==> src/common/irq_flag_enable_pkg.sv <==
// constants and carrier types for the maskable interrupt flag and enable unit
package irq_flag_enable_pkg;

    // ****************************************************************
    // zero-page register map
    // ****************************************************************
    localparam logic [7:0] ADDR_FLAG_CLEAR  = 8'h10;
    localparam logic [7:0] ADDR_FLAGS       = 8'h11;
    localparam logic [7:0] ADDR_ENABLES     = 8'h12;
    localparam logic [7:0] ADDR_CNT_A_LOW   = 8'h18;
    localparam logic [7:0] ADDR_CNT_A_CLEAR = 8'h1a;
    localparam logic [7:0] ADDR_CNT_B_LOW   = 8'h1c;
    localparam logic [7:0] ADDR_CNT_B_CLEAR = 8'h1e;

    // ****************************************************************
    // reset and read values
    // ****************************************************************
    localparam logic [7:0] FLAGS_RESET      = 8'h00;
    localparam logic [7:0] ENABLES_RESET    = 8'h00;
    localparam logic [7:0] FLAG_CLEAR_READ  = 8'hff;
    localparam logic [7:0] UNMAPPED_READ    = 8'h00;
    localparam logic [3:0] PINS_RESET       = 4'h0;

    // ****************************************************************
    // flag positions
    // ****************************************************************
    localparam int FLAG_EDGE_RISE_0 = 0;
    localparam int FLAG_EDGE_RISE_1 = 1;
    localparam int FLAG_EDGE_FALL_2 = 2;
    localparam int FLAG_EDGE_FALL_3 = 3;
    localparam int FLAG_CNT_A       = 4;
    localparam int FLAG_CNT_B       = 5;
    localparam int FLAG_RECEIVER    = 6;
    localparam int FLAG_TRANSMITTER = 7;
    localparam logic [7:0] EDGE_FLAG_MASK = 8'h0f;

    // ****************************************************************
    // serial status positions
    // ****************************************************************
    localparam int SER_TX_IDLE_GATE = 5;
    localparam int SER_TX_READY     = 6;
    localparam int SER_TX_OTHER     = 7;

    // ****************************************************************
    // carrier types
    // ****************************************************************
    typedef struct packed {
        logic [15:0] addr;
        logic [7:0]  wdata;
        logic        rd;
        logic        wr;
    } bus_req_type;

    typedef struct packed {
        logic mask_clear_op;
        logic mask_set_op;
        logic software_break_op;
        logic return_from_handler_op;
        logic pull_status_op;
        logic nmi_taken;
        logic stacked_disable;
    } cpu_event_type;

endpackage

==> src/hw/irq_flag_enable_unit.sv <==
// maskable interrupt flag and enable unit with the cpu interrupt-disable bit
`timescale 1ns/1ns

// Summary of operation
// - eight sources, each gated by own enable
// - request holds while any enabled flag pending
// - flags readable at 0011 at any time
// - 0010 reads ones; rmw result clears edges
// - edge set after rmw read survives
// - written one leaves edge flag alone
// - enables at 0012 written directly; reset clears
// - request when any flag and enable set
// - bits 0,1 set by rising pin edges
// - bits 2,3 set by falling pin edges
// - bit 4 counter a underflow, cleared 0018/001a
// - bit 5 counter b underflow, cleared 001c/001e
// - bit 6 is or of serial bits 0-3
// - request serviced only while disable bit clear
// - reset, irq or nmi set disable bit
// - instructions clear, set or reload disable bit
// - edges recognised at most once per two cycles
module irq_flag_enable_unit (
    input  wire logic                               clock_i,
    input  wire logic                               reset_i,
    input  wire irq_flag_enable_pkg::bus_req_type   bus_req_i,
    output logic [7:0]                              bus_rdata_o,
    input  wire logic [3:0]                         edge_pin_i,
    input  wire logic                               counter_a_underflow_i,
    input  wire logic                               counter_b_underflow_i,
    input  wire logic [7:0]                         serial_status_bits_i,
    input  wire irq_flag_enable_pkg::cpu_event_type cpu_event_i,
    output logic                                    irq_request_n_o,
    output logic                                    irq_accept_o,
    output logic                                    interrupt_disable_o,
    output logic [7:0]                              interrupt_flags_o,
    output logic [7:0]                              interrupt_enables_o
);

    // ****************************************************************
    // state
    // ****************************************************************
    logic [7:0] interrupt_flags_q;
    logic [7:0] interrupt_flags_d;
    logic [7:0] interrupt_enables_q;
    logic [7:0] interrupt_enables_d;
    logic [3:0] pin_meta_q;
    logic [3:0] pin_sync_q;
    logic [3:0] pin_prev_q;
    logic [7:0] bus_rdata_q;
    logic       irq_request_n_q;
    logic       irq_accept_q;
    logic       disable_q;
    logic       disable_d;
    logic [3:0] edge_seen;
    logic       take_irq;

    function automatic logic hit_rd(input irq_flag_enable_pkg::bus_req_type r, input logic [7:0] a);
        hit_rd = r.rd && (r.addr == {8'h00, a});
    endfunction

    function automatic logic hit_wr(input irq_flag_enable_pkg::bus_req_type r, input logic [7:0] a);
        hit_wr = r.wr && (r.addr == {8'h00, a});
    endfunction

    // ****************************************************************
    // edge detection
    // ****************************************************************
    // two flops then a previous sample; a level must hold one cycle to be seen
    always_ff @(posedge clock_i) begin
        if (reset_i) begin
            pin_meta_q <= irq_flag_enable_pkg::PINS_RESET;
            pin_sync_q <= irq_flag_enable_pkg::PINS_RESET;
            pin_prev_q <= irq_flag_enable_pkg::PINS_RESET;
        end else begin
            pin_meta_q <= edge_pin_i;
            pin_sync_q <= pin_meta_q;
            pin_prev_q <= pin_sync_q;
        end
    end

    always_comb begin
        edge_seen[1:0] = pin_sync_q[1:0] & ~pin_prev_q[1:0];
        edge_seen[3:2] = ~pin_sync_q[3:2] & pin_prev_q[3:2];
    end
    // each transition needs high then low samples, so two cycles at least apart

    // ****************************************************************
    // flags
    // ****************************************************************
    always_comb begin
        interrupt_flags_d = interrupt_flags_q;
        // only the zero bits of the rmw result clear; ones are ignored
        if (hit_wr(bus_req_i, irq_flag_enable_pkg::ADDR_FLAGS)) begin
            interrupt_flags_d[3:0] = interrupt_flags_q[3:0] & bus_req_i.wdata[3:0];
        end
        // set after the clear so a fresh edge survives the write cycle
        interrupt_flags_d[3:0] = interrupt_flags_d[3:0] | edge_seen;
        if (hit_rd(bus_req_i, irq_flag_enable_pkg::ADDR_CNT_A_LOW) ||
            hit_wr(bus_req_i, irq_flag_enable_pkg::ADDR_CNT_A_CLEAR)) begin
            interrupt_flags_d[irq_flag_enable_pkg::FLAG_CNT_A] = 1'b0;
        end
        if (counter_a_underflow_i) begin
            interrupt_flags_d[irq_flag_enable_pkg::FLAG_CNT_A] = 1'b1;
        end
        if (hit_rd(bus_req_i, irq_flag_enable_pkg::ADDR_CNT_B_LOW) ||
            hit_wr(bus_req_i, irq_flag_enable_pkg::ADDR_CNT_B_CLEAR)) begin
            interrupt_flags_d[irq_flag_enable_pkg::FLAG_CNT_B] = 1'b0;
        end
        if (counter_b_underflow_i) begin
            interrupt_flags_d[irq_flag_enable_pkg::FLAG_CNT_B] = 1'b1;
        end
        // serial flags follow the status levels; cleared by clearing the status
        interrupt_flags_d[irq_flag_enable_pkg::FLAG_RECEIVER] = |serial_status_bits_i[3:0];
        interrupt_flags_d[irq_flag_enable_pkg::FLAG_TRANSMITTER] =
            (serial_status_bits_i[irq_flag_enable_pkg::SER_TX_READY] &
             ~serial_status_bits_i[irq_flag_enable_pkg::SER_TX_IDLE_GATE]) |
            serial_status_bits_i[irq_flag_enable_pkg::SER_TX_OTHER];
    end

    always_ff @(posedge clock_i) begin
        if (reset_i) begin
            interrupt_flags_q <= irq_flag_enable_pkg::FLAGS_RESET;
        end else begin
            interrupt_flags_q <= interrupt_flags_d;
        end
    end

    // ****************************************************************
    // enables
    // ****************************************************************
    always_comb begin
        interrupt_enables_d = interrupt_enables_q;
        if (hit_wr(bus_req_i, irq_flag_enable_pkg::ADDR_ENABLES)) begin
            interrupt_enables_d = bus_req_i.wdata;
        end
    end

    always_ff @(posedge clock_i) begin
        if (reset_i) begin
            interrupt_enables_q <= irq_flag_enable_pkg::ENABLES_RESET;
        end else begin
            interrupt_enables_q <= interrupt_enables_d;
        end
    end

    // ****************************************************************
    // read data
    // ****************************************************************
    // answer registered; valid the cycle after the read strobe
    always_ff @(posedge clock_i) begin
        if (reset_i) begin
            bus_rdata_q <= irq_flag_enable_pkg::UNMAPPED_READ;
        end else if (hit_rd(bus_req_i, irq_flag_enable_pkg::ADDR_FLAGS)) begin
            bus_rdata_q <= interrupt_flags_q;
        end else if (hit_rd(bus_req_i, irq_flag_enable_pkg::ADDR_FLAG_CLEAR)) begin
            bus_rdata_q <= irq_flag_enable_pkg::FLAG_CLEAR_READ;
        end else if (hit_rd(bus_req_i, irq_flag_enable_pkg::ADDR_ENABLES)) begin
            bus_rdata_q <= interrupt_enables_q;
        end else begin
            bus_rdata_q <= irq_flag_enable_pkg::UNMAPPED_READ;
        end
    end

    // ****************************************************************
    // combined request
    // ****************************************************************
    // built from next values so the pin tracks the registers without extra lag
    always_ff @(posedge clock_i) begin
        if (reset_i) begin
            irq_request_n_q <= 1'b1;
        end else begin
            irq_request_n_q <= ~|(interrupt_flags_d & interrupt_enables_d);
        end
    end

    // ****************************************************************
    // interrupt-disable bit
    // ****************************************************************
    assign take_irq = ~irq_request_n_q & ~disable_q;

    always_comb begin
        disable_d = disable_q;
        if (take_irq || cpu_event_i.nmi_taken || cpu_event_i.mask_set_op ||
            cpu_event_i.software_break_op) begin
            disable_d = 1'b1;
        end else if (cpu_event_i.return_from_handler_op || cpu_event_i.pull_status_op) begin
            disable_d = cpu_event_i.stacked_disable;
        end else if (cpu_event_i.mask_clear_op) begin
            disable_d = 1'b0;
        end
    end

    always_ff @(posedge clock_i) begin
        if (reset_i) begin
            disable_q    <= 1'b1;
            irq_accept_q <= 1'b0;
        end else begin
            disable_q    <= disable_d;
            irq_accept_q <= take_irq;
        end
    end

    assign bus_rdata_o         = bus_rdata_q;
    assign irq_request_n_o     = irq_request_n_q;
    assign irq_accept_o        = irq_accept_q;
    assign interrupt_disable_o = disable_q;
    assign interrupt_flags_o   = interrupt_flags_q;
    assign interrupt_enables_o = interrupt_enables_q;

endmodule

==> config.mk <==
export PLATFORM = sky130hd
export DESIGN_NAME = irq_flag_enable_unit
export DESIGN_NICKNAME = d
export VERILOG_FILES = /design/src/common/irq_flag_enable_pkg.sv /design/src/hw/irq_flag_enable_unit.sv
export SDC_FILE = /design/constraint.sdc
export NUM_CORES = 1
export LEC_CHECK = 0
export ABC_CLOCK_PERIOD_IN_PS = 5740
export BUFFER_PORTS_ARGS = -buffer_cell sky130_fd_sc_hd__buf_4
export CAP_MARGIN = 20
export CORE_MARGIN = 2
export CORE_UTILIZATION = 30
export CTS_CLUSTER_SIZE = 25
export DETAILED_ROUTE_END_ITERATION = 10
export PLACE_DENSITY_LB_ADDON = 0.05
export SLEW_MARGIN = 20
export SYNTH_ARGS = -nofsm -noshare
export SYNTH_HDL_FRONTEND = slang
export SYNTH_SLANG_ARGS = --single-unit
export TNS_END_PERCENT = 1
==> constraint.sdc <==
create_clock -name clock_i -period 5.74 [get_ports clock_i]
set_input_delay 1.148 -clock clock_i [delete_from_list [all_inputs] [get_ports clock_i]]
set_output_delay 1.148 -clock clock_i [all_outputs]
set_load 0.005 [all_outputs]
### Word-level counts from Yosys, hierarchy flattened

Index checks and enable logic that the tools add are counted.

| operators by class | value |
|---|---|
| equal/unequal tests | 7 |
| bitwise logic cells | 13 |
| reduce and logical (&&, ||, !) cells | 20 |
| mux-type cells | 11 |

Operators with widths:

| cell | number |
|---|---|
| $eq A16 B5 Y1 const B | 7 |
| $mux W8 | 4 |
| $logic_and A1 B1 Y1 | 9 |
| $and A8 B8 Y8 | 1 |
| $reduce_or A8 Y1 | 1 |
| $logic_or A1 B1 Y1 | 6 |
| $mux W1 | 6 |
| $and A2 B2 Y2 | 2 |
| $and A4 B4 Y4 | 1 |
| $mux W4 | 1 |
| $not A2 Y2 | 2 |
| $or A4 B4 Y4 | 1 |
| $reduce_or A4 Y1 | 1 |
| $not A1 Y1 | 3 |
| $and A1 B1 Y1 | 2 |
| $reduce_bool A2 Y1 | 1 |
| $reduce_or A2 Y1 | 1 |
| $logic_not A1 Y1 | 1 |
| $or A1 B1 Y1 | 1 |

| word-level totals | value |
|---|---|
| logic and storage cells | 60 |
| output and inout bits | 27 |
| flip-flop bits (word level) | 39 |

### Depth between registers and ports, before layout

| logic depth | value |
|---|---|
| word-level depth | 8 |
| mapped depth | 7 |
| gate-level depth less buffers | 6 |

### Worst setup path after synthesis

No wires, ideal clock.

| path | value |
|---|---|
| path kind | input port to flip-flop |
| start point | in bus_req_i[19] (netlist bit) |
| end point | reg irq_request_n_q (netlist: irq_request_n_o) |
| stages | 6 |
| buffers on the path | 0 |
| data required time | 5644 ps |
| slack | 3023 ps |
| arrival | 2621 ps |
| cell sequence | nor4_1 nand4_1 nor2_4 mux2i_1 o22ai_1 o41ai_2 |

| on the way | value |
|---|---|
| longest elaborated chain between the ends | 8 |
| elaborated cells between the ends (all ways) | 24 |

Ends and longest elaborated chain:

| what | RTL line | text |
|---|---|---|
| start: declaration | irq_flag_enable_unit.sv:25 | `input wire irq_flag_enable_pkg::bus_req_type bus_req_i,` |
| $eq A16 B5 Y1 (on tied branches) | irq_flag_enable_unit.sv:58, irq_flag_enable_unit.sv:62 |  |
| $logic_and A1 B1 Y1 (on tied branches) | irq_flag_enable_unit.sv:58, irq_flag_enable_unit.sv:62 |  |
| $logic_or A1 B1 Y1 (on tied branches) | irq_flag_enable_unit.sv:98, irq_flag_enable_unit.sv:105 |  |
| $mux W1 (on tied branches) | irq_flag_enable_unit.sv:98, irq_flag_enable_unit.sv:105 |  |
| $mux W1 (on tied branches) | irq_flag_enable_unit.sv:102, irq_flag_enable_unit.sv:109 |  |
| $and A8 B8 Y8 (*) | irq_flag_enable_unit.sv:172 | `irq_request_n_q <= ~\|(interrupt_flags_d & interrupt_enables_d);` |
| $reduce_or A8 Y1 (*) | irq_flag_enable_unit.sv:172 |  |
| $logic_not A1 Y1 (*) | irq_flag_enable_unit.sv:172 |  |
| end signal: assignment | irq_flag_enable_unit.sv:172 |  |
| end: declaration | irq_flag_enable_unit.sv:50 | `logic irq_request_n_q;` |

Every way passes the cells marked *; elsewhere a longest branch is shown, timed or not.
A chain may end at the register's enable or synchronous reset.

### Final worst setup path

| path | value |
|---|---|
| start point | in bus_req_i[20] (netlist bit) |
| end point | reg irq_request_n_q (netlist: irq_request_n_o) |

Same word-level chain as after synthesis.

==> results.py <==
metrics = {
    "route": {
        "dr.pass1.iters": 4,
        "via_per_inst": 4.54,
        "drt-total-wl_mm": 4.19,
        "wire_per_inst_um": 12.3,
        "drtIter0Drc": 64,
        "post-route-drc-count": 0,
        "detail-route-antenna-nets": 0,
        "vias": 1542,
    },
    "min_path": {
        "holdPathEnd": "pin_sync_q[3]",
        "hold_path.class": "flop to flop",
        "holdPathStages": 1,
        "min_from": "pin_meta_q[3]",
    },
    "clock_network": {
        "root_buffer": "clkbuf_8",
        "cts_max_level": 2,
        "cts_tree": "yes",
        "ctsResizeCount": 0,
        "post_cts_buffers": 0,
        "cts.path.max_buffers": 2,
        "cts_sinks": 39,
        "clk_latency_ns": 0.29,
        "cts-buffers-inserted": 5,
        "cts_hold_buf": 0,
        "clkTransAtPathRegs_ns": 0.07,
    },
    "sta": {
        "skew_ns": 0.00580,
        "post-route-min-period_ns": 2.89,
        "drv_slew": 0,
        "maxSlewHeadroom_pct": 41.6,
        "fmax_mhz": 346,
        "worstMarginPinSlew_ns": 0.868,
        "fin_setup_tns_ns": 0,
        "setup_viol": 0,
        "timing.final.hold_violations": 0,
        "rsz0062_at_grt": "no",
        "post-route-period-util_pct": 50.4,
    },
    "synth": {
        "yosys_warnings": 0,
        "syn_nets": 241,
        "synth_edf_count": 0,
        "synthArstFlopShare_pct": 0,
        "synth_top_area_share_pct": 46.5,
        "synthFlopType": "dfxtp_1",
        "yosysSeqAreaShare_pct": 46.5,
        "netlist_instances": 192,
        "syn_area_um2": 1680,
        "ys_seq_elements": 39,
        "avgSynthCellArea_um2": 8.74,
        "yosysUniqueCellTypes": 34,
        "synth_area_leaders": "dfxtp_1 (47%), nor2b_1 (8.6%), nor2_1 (6.3%)",
        "yosysTopAreaCell": "dfxtp_1",
    },
    "layout": {
        "num-fill-cells": 568,
        "syn2layout_area_growth_pct": 43.1,
        "fin_area_um2": 2400,
        "final_net_count": 316,
        "drive_gt1_share_pct": 33.6,
        "instances_no_fill": 340,
        "antenna_cells": 0,
    },
    "run": {
        "cap_violations": 0,
    },
    "global_route": {
        "antenna_found_initial": 0,
        "overflow": 0,
        "first_global_vias": 1380,
        "grt_max_degree": 31,
        "grt_util_all_layers_pct": 14.2,
        "grt_pass1_wl_mm": 6.77,
    },
    "worst_setup_path": {
        "worstPathMaxFanout": 9,
        "cp-start-kind": "input port",
        "reg2regPathDepth": 6,
        "required_ns": 5.92,
        "r2r_start": "pin_prev_q[1]",
        "arrival_ns": 3.07,
        "cp-end-kind": "flop",
        "reg2reg_to": "irq_request_n_o",
        "r2r_slack_ns": 3.96,
        "worstSetupPathType": "input port to flop",
    },
    "placement": {
        "place.gp.congestion": 0.770,
        "dpl.cell_count": 332,
        "dpl_cell_area_um2": 2300,
        "post-dp-hpwl_mm": 3.11,
        "port_buffers": 74,
    },
    "floorplan": {
        "die_area_um2": 6210,
        "initial_core_util_pct": 30.8,
        "die_x_um": 78.8,
        "fp.coreArea_um2": 5440,
        "die_h_um": 78.8,
        "num_rows": 27,
        "io_pins": 76,
    },
    "power_and_ir_drop": {
        "p_per_area_nw_per_um2": 226,
        "irDropWorstVdd_mv": 0.140,
        "power_uw": 542,
        "leakagePower_uw": 0.00103,
    },
    "status": {
        "status": "completed",
    },
}
## logic make-up after synthesis
family	share of synthesized area (%)
flip-flops	46.5
AND/OR/NAND/NOR	26.8
multiplexers	5.44
AO/OA/AOI/OAI	16.7
buffers and inverters	4.47
## cells in the mapped netlist, types with 2 or more instances
cell type	n
dfxtp_1	39
nor2_1	28
nor2b_1	23
inv_1	14
a21oi_1	13
o21a_1	11
mux2i_1	8
nand2_1	8
o21ai_0	7
clkbuf_1	6
nand2b_1	3
nor4_1	3
a21boi_0	2
a31oi_1	2
nand3_1	2
nand3b_1	2
nor3_1	2
o22ai_1	2
o31a_1	2
## worst max-delay path by stage
stage / start / to / slack [ns] / depth (start not counted)
2_1_floorplan: bus_req_i[19] / irq_request_n_o / 3.02 / 6
3_3_place_gp: bus_req_i[20] / irq_request_n_o / 2.50 / 7
3_5_place_dp: bus_req_i[20] / irq_request_n_o / 2.50 / 7
4_1_cts: bus_req_i[20] / irq_request_n_o / 2.80 / 7
5_1_grt: bus_req_i[20] / irq_request_n_o / 2.52 / 7
6_report: bus_req_i[20] / irq_request_n_o / 2.85 / 7
## final cells by class
class	count	area (um^2)	share of cell area, %
Multi-Input combinational cell	133	822	34.2
Sequential cell	39	781	32.5
Timing Repair Buffer	74	556	23.1
Clock buffer	8	100	4.17
Tap cell	72	90.1	3.75
Inverter	14	52.6	2.19
## worst max-delay path: stages
cell	delay, ns
buf_4	0.10
nor4_1	0.44
nand4_1	0.22
nor2_4	0.37
mux2i_1	0.30
o22ai_1	0.12
o41ai_2	0.37
## sequential cells by signal, indices dropped and copies added (netlist names), 4 cells and up
signal,count
pin_sync_q,4
pin_prev_q,4
pin_meta_q,4
interrupt_enables_o,8
interrupt_flags_o,8
bus_rdata_o,8
## metrics by stage
stage               setup WS, ns  hold WS, ns  utilization (%)
global placement            2.50        0.418             42.3
CTS                         2.80        0.441             44.1
finish                      2.85        0.435             44.1
detailed placement          2.50        0.424             42.3
floorplan                   3.02        0.414                -
global route                2.52        0.457             44.1
## layer usage
layer	vias up	GRT usage, %	wire length (um)
met4	0	5.79	66
met5	-	0	0
met3	8	3.64	237
met1	686	17.6	1850
li1	803	-	-
met2	45	23.4	2040
## report_power, final
group          internal, uW  switching (uW)  total, uW
registers               277            3.53        281
logic                  35.5            25.9       61.4
clock network           110            90.3        200
total                   422             120        542
## placed cells by master (no fill, tap or decap), types with 2 or more instances in the layout
cell type,n
clkbuf_8,7
dfxtp_1,39
a31oi_1,2
o22ai_1,2
nand2_1,8
o31a_1,2
nor2_1,28
nand3_1,2
o21a_1,11
mux2i_1,8
a21boi_0,2
nor4_1,3
nand3b_1,2
nor3_1,2
nand2b_1,3
inv_1,14
nor2b_1,23
buf_4,74
a21oi_1,13
o21ai_0,7
Power figures use the tool's default switching activity.
